**config.mk**
```make
export PLATFORM = sky130hd
export DESIGN_NAME = space_decode
export DESIGN_NICKNAME = d
export VERILOG_FILES = /design/src/design/space_decode_pkg.sv /design/src/design/space_decode.sv
export VERILOG_INCLUDE_DIRS = /design/src /design/src/design
export SDC_FILE = /design/constraint.sdc
export NUM_CORES = 1
export LEC_CHECK = 0
export ABC_AREA = 0
export BUFFER_PORTS_ARGS = -buffer_cell sky130_fd_sc_hd__buf_2
export CORE_MARGIN = 2
export CORE_UTILIZATION = 45
export DETAILED_ROUTE_END_ITERATION = 16
export PLACE_DENSITY_LB_ADDON = 0.05
export SLEW_MARGIN = 20
export SYNTH_ARGS = -nofsm -noshare
export SYNTH_HDL_FRONTEND = slang
export SYNTH_SLANG_ARGS = --single-unit
```
**constraint.sdc**
```tcl
create_clock -name clk_sys_in -period 1.76 [get_ports clk_sys_in]
set_clock_uncertainty 0.2 [all_clocks]
set_input_delay 0.176 -clock clk_sys_in [delete_from_list [all_inputs] [get_ports clk_sys_in]]
set_output_delay 0.176 -clock clk_sys_in [all_outputs]
set_load 0.03 [all_outputs]
```
**src/design/space_decode_consts.svh**
```systemverilog
// Constants for the descriptor output-space decoder and translate-op checker.
// Assumes inclusion by the design module and the bench only.
`ifndef SPACE_DECODE_CONSTS_SVH
`define SPACE_DECODE_CONSTS_SVH
// ----------------------------------------------------------------------
// Descriptor bit positions
// ----------------------------------------------------------------------
`define TABLE_OVERRIDE_BIT   63
`define S2_SPACE_BIT         55
`define S1_SPACE_BIT         5
`define EL3_EXT_BIT          11
// ----------------------------------------------------------------------
// Register map (plain port, word index)
// ----------------------------------------------------------------------
`define ADDR_W               4
`define ADDR_CTRL            4'h0
`define ADDR_SECCFG          4'h1
`define ADDR_RESULT          4'h2
`define ADDR_STATUS          4'h3
`define ADDR_RESET_REQ       4'h4
`define ADDR_VECTOR          4'h5
`define CTRL_RESET           32'h0000_0000
`define SECCFG_RESET         32'h0000_0000
`define VECTOR_RESET         32'h0000_0000
// ----------------------------------------------------------------------
// Fault status codes reported in the result register
// ----------------------------------------------------------------------
`define FST_NONE             6'h00
`define FST_GPF              6'h28
`define FST_GPT_SIZE         6'h29
`define FST_GPT_WALK         6'h2a
`define FST_GPT_EXT          6'h2b
`define FST_BASE_FAULT       6'h04
`endif

```
**src/design/space_decode_pkg.sv**
```systemverilog
// Types for the descriptor output-space decoder.
// Assumes space_decode_consts.svh is on the include path.
package space_decode_pkg;
	// Physical address spaces
	typedef enum logic [1:0] {
		SPACE_SECURE    = 2'h0,
		SPACE_NONSECURE = 2'h1,
		SPACE_ROOT      = 2'h2,
		SPACE_REALM     = 2'h3
	} space_e;

	// Translation regimes the walker may be in
	typedef enum logic [2:0] {
		REG_NS_EL10  = 3'h0,
		REG_S_EL10   = 3'h1,
		REG_RL_EL10  = 3'h2,
		REG_RL_EL2   = 3'h3,
		REG_RL_EL20  = 3'h4,
		REG_EL3      = 3'h5,
		REG_NS_EL2   = 3'h6,
		REG_S_EL2    = 3'h7
	} regime_e;

	// Descriptor arriving from the table walk
	typedef struct packed {
		logic        valid;
		logic [63:0] data;
		logic        is_table;
		logic        stage2;
		regime_e     regime;
		space_e      table_space;
	} desc_s;

	// Decoded leaf / table outcome
	typedef struct packed {
		logic        valid;
		space_e      space;
		logic        not_global_flag;
		logic        security_extension_select;
		logic        rsvd_bit_set;
	} decode_s;

	// Translate-op request
	typedef struct packed {
		logic       valid;
		logic [1:0] cur_el;
		logic [1:0] target_el;
		logic       stage1_el01_op;
		logic       fault;
		logic [1:0] gpc_kind;
		logic       gpc_on_s2_fetch;
		logic       gpc_on_s1_fetch;
		logic       gpc_would_except;
		logic       gpc_on_final_oa;
		logic [51:0] out_addr;
	} at_req_s;

	// Translate-op outcome
	typedef enum logic [3:0] {
		AT_IDLE   = 4'h1,
		AT_UNDEF  = 4'h2,
		AT_EXCEPT = 4'h4,
		AT_RECORD = 4'h8
	} at_state_e;

	// Invalidation request
	typedef struct packed {
		logic       valid;
		logic [1:0] cur_el;
		logic [1:0] target_el;
		space_e     cur_space;
	} tlb_invalidate_op_s;

	// Whole module state
	typedef struct packed {
		decode_s    dec;
		at_state_e  at_st;
		logic [63:0] result;
		logic        tlb_invalidate_op_valid;
		space_e      tlb_invalidate_op_space;
		logic        af_update;
		logic        dirty_update;
		logic [31:0] ctrl;
		logic [31:0] seccfg;
		logic [31:0] vector;
		logic        pe_reset;
		logic        reset_denied;
		logic [31:0] rdata;
	} state_s;
endpackage

```
**src/design/space_decode.sv**
```systemverilog
// Descriptor output-space decoder, invalidation scoping, translate-op checks.
// Assumes walk descriptors and requests arrive synchronous to clk_sys_in.
//
// The register addresses and the strobed register port are this design's own decisions.
`include "space_decode_consts.svh"

module space_decode (
	// Clock and reset
	input  wire logic                      clk_sys_in,
	input  wire logic                      rst_n_in,
	// Register port
	input  wire logic [`ADDR_W-1:0]        reg_addr_in,
	input  wire logic [31:0]               reg_wdata_in,
	input  wire logic                      reg_wr_in,
	input  wire logic                      reg_rd_in,
	input  wire logic [1:0]                reg_el_in,
	output logic      [31:0]               reg_rdata_out,
	// Walk descriptor
	input  wire space_decode_pkg::desc_s   desc_in,
	output space_decode_pkg::decode_s      decode_out,
	// Hardware update permissions
	input  wire logic                      af_request_in,
	input  wire logic                      dirty_request_in,
	input  wire logic                      final_stage_in,
	output logic                           af_update_out,
	output logic                           dirty_update_out,
	// Invalidation
	input  wire space_decode_pkg::tlb_invalidate_op_s   tlb_invalidate_op_in,
	output logic                           tlb_invalidate_op_valid_out,
	output space_decode_pkg::space_e       tlb_invalidate_op_space_out,
	// Translate op
	input  wire space_decode_pkg::at_req_s at_in,
	output space_decode_pkg::at_state_e    at_state_out,
	// Reset outputs
	output logic                           pe_reset_out,
	output logic                           mmu_el3_enable_out,
	output space_decode_pkg::space_e       vector_space_out,
	output logic      [31:0]               vector_addr_out
);

	space_decode_pkg::state_s state_reg;
	space_decode_pkg::state_s state_next;

	// ----------------------------------------------------------------------
	// Helpers
	// ----------------------------------------------------------------------
	// Space chosen from the two security configuration bits
	function automatic space_decode_pkg::space_e cfg_space(input logic ext, input logic ns);
		case ({ext, ns})
			2'b00:   cfg_space = space_decode_pkg::SPACE_SECURE;
			2'b01:   cfg_space = space_decode_pkg::SPACE_NONSECURE;
			2'b11:   cfg_space = space_decode_pkg::SPACE_REALM;
			default: cfg_space = space_decode_pkg::SPACE_ROOT;
		endcase
	endfunction

	function automatic logic is_realm(input space_decode_pkg::regime_e r);
		is_realm = (r == space_decode_pkg::REG_RL_EL10) || (r == space_decode_pkg::REG_RL_EL2) ||
			(r == space_decode_pkg::REG_RL_EL20);
	endfunction

	function automatic logic two_ranges(input space_decode_pkg::regime_e r);
		two_ranges = (r == space_decode_pkg::REG_NS_EL10) || (r == space_decode_pkg::REG_S_EL10) ||
			(r == space_decode_pkg::REG_RL_EL10) || (r == space_decode_pkg::REG_RL_EL20);
	endfunction

	// Default space of a regime when no select field applies
	function automatic space_decode_pkg::space_e home_space(input space_decode_pkg::regime_e r);
		case (r)
			space_decode_pkg::REG_NS_EL10, space_decode_pkg::REG_NS_EL2:
				home_space = space_decode_pkg::SPACE_NONSECURE;
			space_decode_pkg::REG_S_EL10, space_decode_pkg::REG_S_EL2:
				home_space = space_decode_pkg::SPACE_SECURE;
			space_decode_pkg::REG_EL3:
				home_space = space_decode_pkg::SPACE_ROOT;
			default:
				home_space = space_decode_pkg::SPACE_REALM;
		endcase
	endfunction

	logic el3_ctx;
	logic cfg_ext;
	logic cfg_ns;
	logic route_bit;
	assign el3_ctx   = (reg_el_in == 2'h3);
	assign cfg_ext   = state_reg.seccfg[1];
	assign cfg_ns    = state_reg.seccfg[0];
	assign route_bit = state_reg.seccfg[2];

	// ----------------------------------------------------------------------
	// Next-state logic
	// ----------------------------------------------------------------------
	// Single combinational copy of the whole state
	always_comb begin
		logic [63:0] d;
		space_decode_pkg::regime_e rg;
		d  = desc_in.data;
		rg = desc_in.regime;
		state_next = state_reg;
		state_next.dec.valid = desc_in.valid;
		state_next.dec.rsvd_bit_set = 1'b0;
		state_next.dec.not_global_flag = 1'b0;
		state_next.dec.security_extension_select = 1'b0;
		state_next.dec.space = home_space(rg);
		if (desc_in.is_table) begin
			// No table-level override anywhere; bit 63 only flagged
			state_next.dec.rsvd_bit_set = d[`TABLE_OVERRIDE_BIT];
			state_next.dec.space = home_space(rg);
		end else if (desc_in.stage2) begin
			if (is_realm(rg)) begin
				// Realm stage 2 honours bit 55
				state_next.dec.space = d[`S2_SPACE_BIT] ? space_decode_pkg::SPACE_NONSECURE :
					space_decode_pkg::SPACE_REALM;
			end else begin
				state_next.dec.space = home_space(rg); // Bit 55 ignored
			end
		end else begin
			if ((rg == space_decode_pkg::REG_RL_EL2) || (rg == space_decode_pkg::REG_RL_EL20)) begin
				// Realm hypervisor stage 1 honours bit 5
				state_next.dec.space = d[`S1_SPACE_BIT] ? space_decode_pkg::SPACE_NONSECURE :
					space_decode_pkg::SPACE_REALM;
			end else if (rg == space_decode_pkg::REG_RL_EL10) begin
				// Realm guest stage 1 outputs an IPA, bit 5 reserved
				state_next.dec.rsvd_bit_set = d[`S1_SPACE_BIT];
				state_next.dec.space = space_decode_pkg::SPACE_REALM;
			end else if (rg == space_decode_pkg::REG_EL3) begin
				// Bit 11 paired with bit 5 picks one of four spaces
				state_next.dec.security_extension_select = d[`EL3_EXT_BIT];
				state_next.dec.space = cfg_space(d[`EL3_EXT_BIT], d[`S1_SPACE_BIT]);
			end
			if (two_ranges(rg)) begin
				state_next.dec.not_global_flag = d[`EL3_EXT_BIT];
			end
		end

		// Hardware updates are not gated by the protection check result
		state_next.af_update = af_request_in;
		state_next.dirty_update = dirty_request_in & final_stage_in;

		// Invalidation scope
		state_next.tlb_invalidate_op_valid = tlb_invalidate_op_in.valid;
		if (tlb_invalidate_op_in.cur_el == 2'h3 && tlb_invalidate_op_in.target_el != 2'h3) begin
			state_next.tlb_invalidate_op_space = cfg_space(cfg_ext, cfg_ns);
		end else if (tlb_invalidate_op_in.cur_space == space_decode_pkg::SPACE_REALM) begin
			state_next.tlb_invalidate_op_space = space_decode_pkg::SPACE_REALM;
		end else begin
			state_next.tlb_invalidate_op_space = tlb_invalidate_op_in.cur_space;
		end
		if (tlb_invalidate_op_in.cur_el == 2'h3 && tlb_invalidate_op_in.target_el != 2'h3 && cfg_ext && !cfg_ns) begin
			state_next.tlb_invalidate_op_valid = 1'b0; // Reserved config selects no state
		end

		// Translate op outcome
		state_next.at_st = space_decode_pkg::AT_IDLE;
		if (at_in.valid) begin
			if (at_in.cur_el == 2'h3 && at_in.target_el != 2'h3 && cfg_ext && !cfg_ns) begin
				state_next.at_st = space_decode_pkg::AT_UNDEF;
			end else if (at_in.fault && at_in.gpc_kind == 2'h0 && (at_in.gpc_would_except ||
				(at_in.stage1_el01_op && at_in.cur_el == 2'h1 && at_in.gpc_on_s2_fetch))) begin
				state_next.at_st = space_decode_pkg::AT_EXCEPT;
			end else if (at_in.fault && at_in.gpc_kind == 2'h0 && route_bit &&
				at_in.stage1_el01_op && at_in.cur_el == 2'h1 && at_in.gpc_on_s1_fetch) begin
				state_next.at_st = space_decode_pkg::AT_EXCEPT;
			end else begin
				state_next.at_st = space_decode_pkg::AT_RECORD;
				if (at_in.fault) begin
					// Fault code into status field, bit 0 flags failure
					state_next.result = 64'h0;
					state_next.result[0] = 1'b1;
					case (at_in.gpc_kind)
						2'h0:    state_next.result[6:1] = (at_in.gpc_on_s1_fetch ||
							at_in.gpc_on_s2_fetch) ? `FST_GPF : `FST_BASE_FAULT;
						2'h1:    state_next.result[6:1] = `FST_GPT_SIZE;
						2'h2:    state_next.result[6:1] = `FST_GPT_WALK;
						default: state_next.result[6:1] = `FST_GPT_EXT;
					endcase
				end else begin
					// Final output address unchecked on success
					state_next.result = {at_in.out_addr, 12'h000};
				end
			end
		end

		// Register writes; reset control only from EL3
		state_next.pe_reset = 1'b0;
		state_next.reset_denied = state_reg.reset_denied;
		if (reg_wr_in) begin
			case (reg_addr_in)
				`ADDR_CTRL:   state_next.ctrl = reg_wdata_in;
				`ADDR_SECCFG: if (el3_ctx) state_next.seccfg = reg_wdata_in;
				`ADDR_VECTOR: if (el3_ctx) state_next.vector = reg_wdata_in;
				`ADDR_RESET_REQ: begin
					if (el3_ctx) begin
						state_next.pe_reset = reg_wdata_in[0];
					end else begin
						state_next.reset_denied = 1'b1;
					end
				end
				default: ;
			endcase
		end
		// Denied flag: new event wins over read clear
		if (reg_rd_in && reg_addr_in == `ADDR_STATUS && !(reg_wr_in && !el3_ctx)) begin
			state_next.reset_denied = 1'b0;
		end

		// Read data, one cycle later
		case (reg_addr_in)
			`ADDR_CTRL:   state_next.rdata = state_reg.ctrl;
			`ADDR_SECCFG: state_next.rdata = state_reg.seccfg;
			`ADDR_RESULT: state_next.rdata = state_reg.result[31:0];
			`ADDR_STATUS: state_next.rdata = {24'h0, state_reg.at_st,
				state_reg.dec.space, state_reg.reset_denied, 1'b0};
			`ADDR_VECTOR: state_next.rdata = state_reg.vector;
			default:      state_next.rdata = 32'h0;
		endcase
		if (!reg_rd_in) begin
			state_next.rdata = 32'h0;
		end
	end

	// ----------------------------------------------------------------------
	// State register
	// ----------------------------------------------------------------------
	// Control register resets with EL3 MMU off
	always_ff @(posedge clk_sys_in or negedge rst_n_in) begin
		if (!rst_n_in) begin
			state_reg <= '0;
			state_reg.at_st <= space_decode_pkg::AT_IDLE;
			state_reg.ctrl <= `CTRL_RESET;
			state_reg.seccfg <= `SECCFG_RESET;
			state_reg.vector <= `VECTOR_RESET;
		end else begin
			state_reg <= state_next;
		end
	end

	// ----------------------------------------------------------------------
	// Outputs
	// ----------------------------------------------------------------------
	assign reg_rdata_out      = state_reg.rdata;
	assign decode_out         = state_reg.dec;
	assign af_update_out      = state_reg.af_update;
	assign dirty_update_out   = state_reg.dirty_update;
	assign tlb_invalidate_op_valid_out     = state_reg.tlb_invalidate_op_valid;
	assign tlb_invalidate_op_space_out     = state_reg.tlb_invalidate_op_space;
	assign at_state_out       = state_reg.at_st;
	assign pe_reset_out       = state_reg.pe_reset;
	assign mmu_el3_enable_out = state_reg.ctrl[0];
	// MMU off means flat map into root space
	assign vector_space_out   = state_reg.ctrl[0] ? space_decode_pkg::SPACE_REALM :
		space_decode_pkg::SPACE_ROOT;
	assign vector_addr_out    = state_reg.vector;

	// ----------------------------------------------------------------------
	// Assertions
	// ----------------------------------------------------------------------
	a_table_no_override: assert property (@(posedge clk_sys_in) disable iff (!rst_n_in)
		desc_in.valid && desc_in.is_table |=> decode_out.space == home_space($past(desc_in.regime)))
		else $error("table descriptor changed output space");
	a_el3_table_root: assert property (@(posedge clk_sys_in) disable iff (!rst_n_in)
		desc_in.valid && desc_in.is_table && desc_in.regime == space_decode_pkg::REG_EL3
		|=> decode_out.space == space_decode_pkg::SPACE_ROOT)
		else $error("EL3 table not in root space");
	a_s2_realm_sel: assert property (@(posedge clk_sys_in) disable iff (!rst_n_in)
		desc_in.valid && !desc_in.is_table && desc_in.stage2 &&
		desc_in.regime == space_decode_pkg::REG_RL_EL10 && desc_in.data[`S2_SPACE_BIT]
		|=> decode_out.space == space_decode_pkg::SPACE_NONSECURE)
		else $error("realm stage 2 select ignored");
	a_s2_ns_ignore: assert property (@(posedge clk_sys_in) disable iff (!rst_n_in)
		desc_in.valid && desc_in.stage2 && desc_in.regime == space_decode_pkg::REG_NS_EL10
		|=> decode_out.space == space_decode_pkg::SPACE_NONSECURE)
		else $error("non-realm stage 2 bit 55 used");
	a_guest_s1_realm: assert property (@(posedge clk_sys_in) disable iff (!rst_n_in)
		desc_in.valid && !desc_in.stage2 && desc_in.regime == space_decode_pkg::REG_RL_EL10
		|=> decode_out.space == space_decode_pkg::SPACE_REALM)
		else $error("realm guest stage 1 left realm space");
	a_tlb_invalidate_op_realm: assert property (@(posedge clk_sys_in) disable iff (!rst_n_in)
		tlb_invalidate_op_in.valid && tlb_invalidate_op_in.cur_el != 2'h3 && tlb_invalidate_op_in.cur_space == space_decode_pkg::SPACE_REALM
		|=> tlb_invalidate_op_valid_out && tlb_invalidate_op_space_out == space_decode_pkg::SPACE_REALM)
		else $error("realm invalidation out of scope");
	a_at_undef: assert property (@(posedge clk_sys_in) disable iff (!rst_n_in)
		at_in.valid && at_in.cur_el == 2'h3 && at_in.target_el != 2'h3 && cfg_ext && !cfg_ns
		|=> at_state_out == space_decode_pkg::AT_UNDEF)
		else $error("reserved config translate not undefined");
	a_reset_el3_only: assert property (@(posedge clk_sys_in) disable iff (!rst_n_in)
		pe_reset_out |-> $past(reg_wr_in) && $past(reg_el_in) == 2'h3 &&
		$past(reg_addr_in) == `ADDR_RESET_REQ)
		else $error("PE reset without EL3 write");
	a_fault_record: assert property (@(posedge clk_sys_in) disable iff (!rst_n_in)
		at_state_out == space_decode_pkg::AT_RECORD && $past(at_in.fault) |-> state_reg.result[0])
		else $error("recorded fault lacks failure flag");
endmodule

```
==> summary.txt <==
Run status
  • Run status: finished with violations
  • Violated checks: setup timing

Cells and area
  • Commonest cells after routing, fill and taps aside: sky130_fd_sc_hd__buf_2 (172), sky130_fd_sc_hd__dfrtp_1 (169), sky130_fd_sc_hd__mux2_2 (97)
  • Fraction of final layout cells with drive strength greater than 1: 44.2%
  • Nets@finish: 1049
  • Signed area change from the synthesized netlist to the final layout: 31.0%
  • Commonest non-fill, non-tap cell in the layout: sky130_fd_sc_hd__buf_2
  • # fillers: 1411
  • Largest register FFs: 86

Route
  • Average vias per placed instance: 5.08
  • DRT Wirelength: 19.3 mm
  • Routed len/inst: 17.6 um
  • Drt pass-1 iters: 4
  • Number of remaining DRC errors: 0
  • First DRT Iteration DRCs: 225
  • Antenna-violating nets left: 0
  • Total via count after detailed routing: 5562

Critical path
  • Type of origin of the critical path: flop
  • Crit path to: state_reg[157]$_DFFE_PN0P_
  • Max stage delay on crit path: 0.39 ns
  • R2R Path End: state_reg[157]$_DFFE_PN0P_
  • Crit-path slowest cell: sky130_fd_sc_hd__dfrtp_1
  • Worst endpoint data arrival time: 1.91 ns
  • CP startpoint: route_bit$_DFFE_PN0P_
  • Worst Reg-to-Reg Cells: 5
  • Setup slack, reg-to-reg: -0.04 ns
  • Category of the worst setup path capture point: flop
  • Data required time of the critical path: 1.86 ns
  • Largest fanout of any net on the critical path: 20
  • Startpoint-to-endpoint class of the critical path: reg2reg
  • Cells traversed along the worst timing path: a211oi_2 > nor2_2 > a21oi_4 > buf_12 > mux2_2
  • Critical register-to-register path startpoint: route_bit$_DFFE_PN0P_

Logic synthesis
  • Complex-gate fraction of the synthesized area: 8.68%
  • Number of flops mapped to enable cells by yosys: 0
  • Post-synthesis xor/xnor area fraction: 0%
  • Async set-reset flop share out of synthesis: 100%
  • Number of register bits inferred by synthesis: 170
  • Number of unique standard cell types used by synthesis: 49
  • Netlist area before placement: 7930 um^2
  • Sequential area share after synthesis: 53.6%
  • Dominant combinational cell family by area after synthesis: multiplexers
  • Main synth FF type: sky130_fd_sc_hd__dfrtp_1
  • Post-synthesis simple-gate area fraction: 8.17%
  • Share of cell area taken by muxes after synthesis: 18.7%
  • Synth warnings: 0
  • Cell count after synthesis: 636
  • Fraction of the mapped netlist area in adder cells: 0.599%
  • Synthesized net count: 828
  • Synthesized area per cell: 12.5 um^2

Hold path
  • Worst min-delay path category: in2reg
  • Worst hold path cell count: 3

Clock tree
  • Clock Tree Root: sky130_fd_sc_hd__clkbuf_16
  • CTS tree: yes
  • Clock buffer count from CTS: 17
  • Worst-skew pair later-pin latency: 0.42 ns
  • Number of sinks handled by clock tree synthesis: 170
  • Clock transition at path regs: 0.06 ns
  • Longest Clk Path Bufs: 2
  • Clock H-tree levels: 4

Placement
  • Number of port buffers: 175
  • Final HPWL DP: 13.3 mm
  • Routability-driven placement congestion ratio: 0.784

Global route
  • Wire length of the first global-routing pass: 30.5 mm
  • Overall fraction of global-route tracks in use: 21.5%
  • Total congestion overflow: 0
  • Initial antenna violation count: 1
  • Maximum number of pins on one net before global-route repair: 42
  • Via count of the first global-routing pass: 5817

Floorplanning
  • Std cell rows: 48
  • Full die area: 18700 um^2
  • Initial core utilization: 46.0%
  • Number of top-level design ports: 272
  • Die H: 137 um
  • X dimension of the die: 137 um
  • Area of the placeable core: 17200 um^2

STA
  • Final count of hold timing violations: 0
  • Max-slew violation count: 0
  • Max Clk Rate: 555 MHz
  • Final cycle utilization of the critical path: 102%
  • Final critical path time including I/O delays and setup: 1.80 ns
  • Setup repair after global routing missed its margin: true
  • Fin worst setup slack: -0.0419 ns
  • Sum Neg Setup Slack: -0.368 ns
  • Final setup violation count: 17
  • Minimum hold slack: 0.0112 ns

Job
  • Max-cap check violation count: 0

Pwr
  • P_leak: 4.99 nW
  • Peak supply drop: 0.652 mV
  • Final Power: 10.1 mW
  • Total power density per cell area: 969 nW/um^2
metal layers:
metal  routed length (um)  GRT usage (%)  vias up
met2                 9440           36.6      132
met1                 8830           28.5     2815
met4                  216           5.61        0
met5                    0              0        -
li1                     -              -     2599
met3                  792           4.04       16
final cells by class:
cell class	instances	area (um^2)	share of cell area [%]
multi-input cells	347	2920	28.1
repair buffers	313	2290	22.1
well taps	225	282	2.71
inverters	8	30.0	0.289
clock inverters	7	115	1.11
diodes	1	2.50	0.0241
clock buffers	23	488	4.70
flip-flops and latches	170	4260	41.0
what timing repair did:
| item | in CTS | in global routing |
|---|---|---|
| endpoints found under the setup margin | 23 | 25 |
| gates cloned | 0 | 0 |
| hold endpoints to repair | 301 | 2 |
| hold buffers | 86 | 2 |
| pin swaps | 0 | 2 |
| resized for setup | 2 | 14 |
| setup buffers | 0 | 1 |
worst min-delay path by stage:
stage,endpoint,slack [ns],startpoint
floorplan,af_update_out$_DFF_PN0_,-0.32,rst_n_in
global placement,vector_addr_out[10]$_DFFE_PN0P_,-0.07,rst_n_in
detailed placement,reg_rdata_out[8]$_DFF_PN0_,-0.07,rst_n_in
CTS,at_state_out[1]$_DFF_PN0_,-0.007,at_in[63]
global route,state_reg[138]$_DFFE_PN0P_,0.008,at_in[54]
finish,state_reg[138]$_DFFE_PN0P_,0.01,at_in[54]
critical path: cells and delay by family, from the launching register on:
family | cells | cell delay (ns)
compound gates | 2 | 0.43
buf+inv | 1 | 0.21
flops | 1 | 0.39
mux | 1 | 0.36
simple gates | 1 | 0.08
report_power, final:
part           leakage, nW  switching (mW)  internal, mW
Sequential            2.22           0.254          4.37
Combinational         2.48           0.835         0.796
Clock                0.291            1.45          2.36
kinds of logic (layout without fill, tap and decap cells):
family / count (synthesis) / count (layout)
compound gates: 104 / 104
fa+ha+maj: 4 / 4
buf+inv: 119 / 351
flops: 170 / 170
mux: 132 / 132
other cells: 1 / 2
simple gates: 106 / 106
cell usage after synthesis, types with 2 or more instances:
cell	n	area share, %
sky130_fd_sc_hd__a21oi_1	31	2.0
sky130_fd_sc_hd__and3b_1	2	0.22
sky130_fd_sc_hd__or2_2	16	1.3
sky130_fd_sc_hd__clkbuf_1	8	0.38
sky130_fd_sc_hd__a222oi_1	2	0.25
sky130_fd_sc_hd__mux2i_1	3	0.38
sky130_fd_sc_hd__o21ai_0	9	0.57
sky130_fd_sc_hd__nand3_1	3	0.19
sky130_fd_sc_hd__buf_2	15	0.95
sky130_fd_sc_hd__nor2_1	14	0.66
sky130_fd_sc_hd__inv_1	8	0.38
sky130_fd_sc_hd__nand2_1	19	0.90
sky130_fd_sc_hd__and2_1	2	0.16
sky130_fd_sc_hd__ha_1	3	0.47
sky130_fd_sc_hd__mux2_2	98	14
sky130_fd_sc_hd__buf_4	85	8.0
sky130_fd_sc_hd__buf_6	3	0.43
sky130_fd_sc_hd__a31oi_1	4	0.32
sky130_fd_sc_hd__nand2b_1	4	0.32
sky130_fd_sc_hd__a22oi_1	49	4.6
sky130_fd_sc_hd__mux2_1	31	4.4
sky130_fd_sc_hd__a22o_1	3	0.33
sky130_fd_sc_hd__nand4b_1	2	0.22
sky130_fd_sc_hd__dfrtp_1	169	53
sky130_fd_sc_hd__or2_1	5	0.39
sky130_fd_sc_hd__nor4_4	2	0.54
sky130_fd_sc_hd__nor2b_1	24	1.9
through the flow:
| step | cells | cell area, um^2 | util (%) | setup WS [ns] |
|---|---|---|---|---|
| after floorplan | 636 | 7950 | - | 0.00406 |
| after global placement | 975 | 8860 | 51.4 | -0.0819 |
| after CTS | 1091 | 10300 | 59.9 | -0.0556 |
| after global routing | 1094 | 10400 | 60.3 | -0.101 |
| final | 1094 | 10400 | 60.3 | -0.0419 |
| after detailed placement | 975 | 8860 | 51.4 | -0.119 |
No activity file was read; power rests on OpenSTA's default activity.
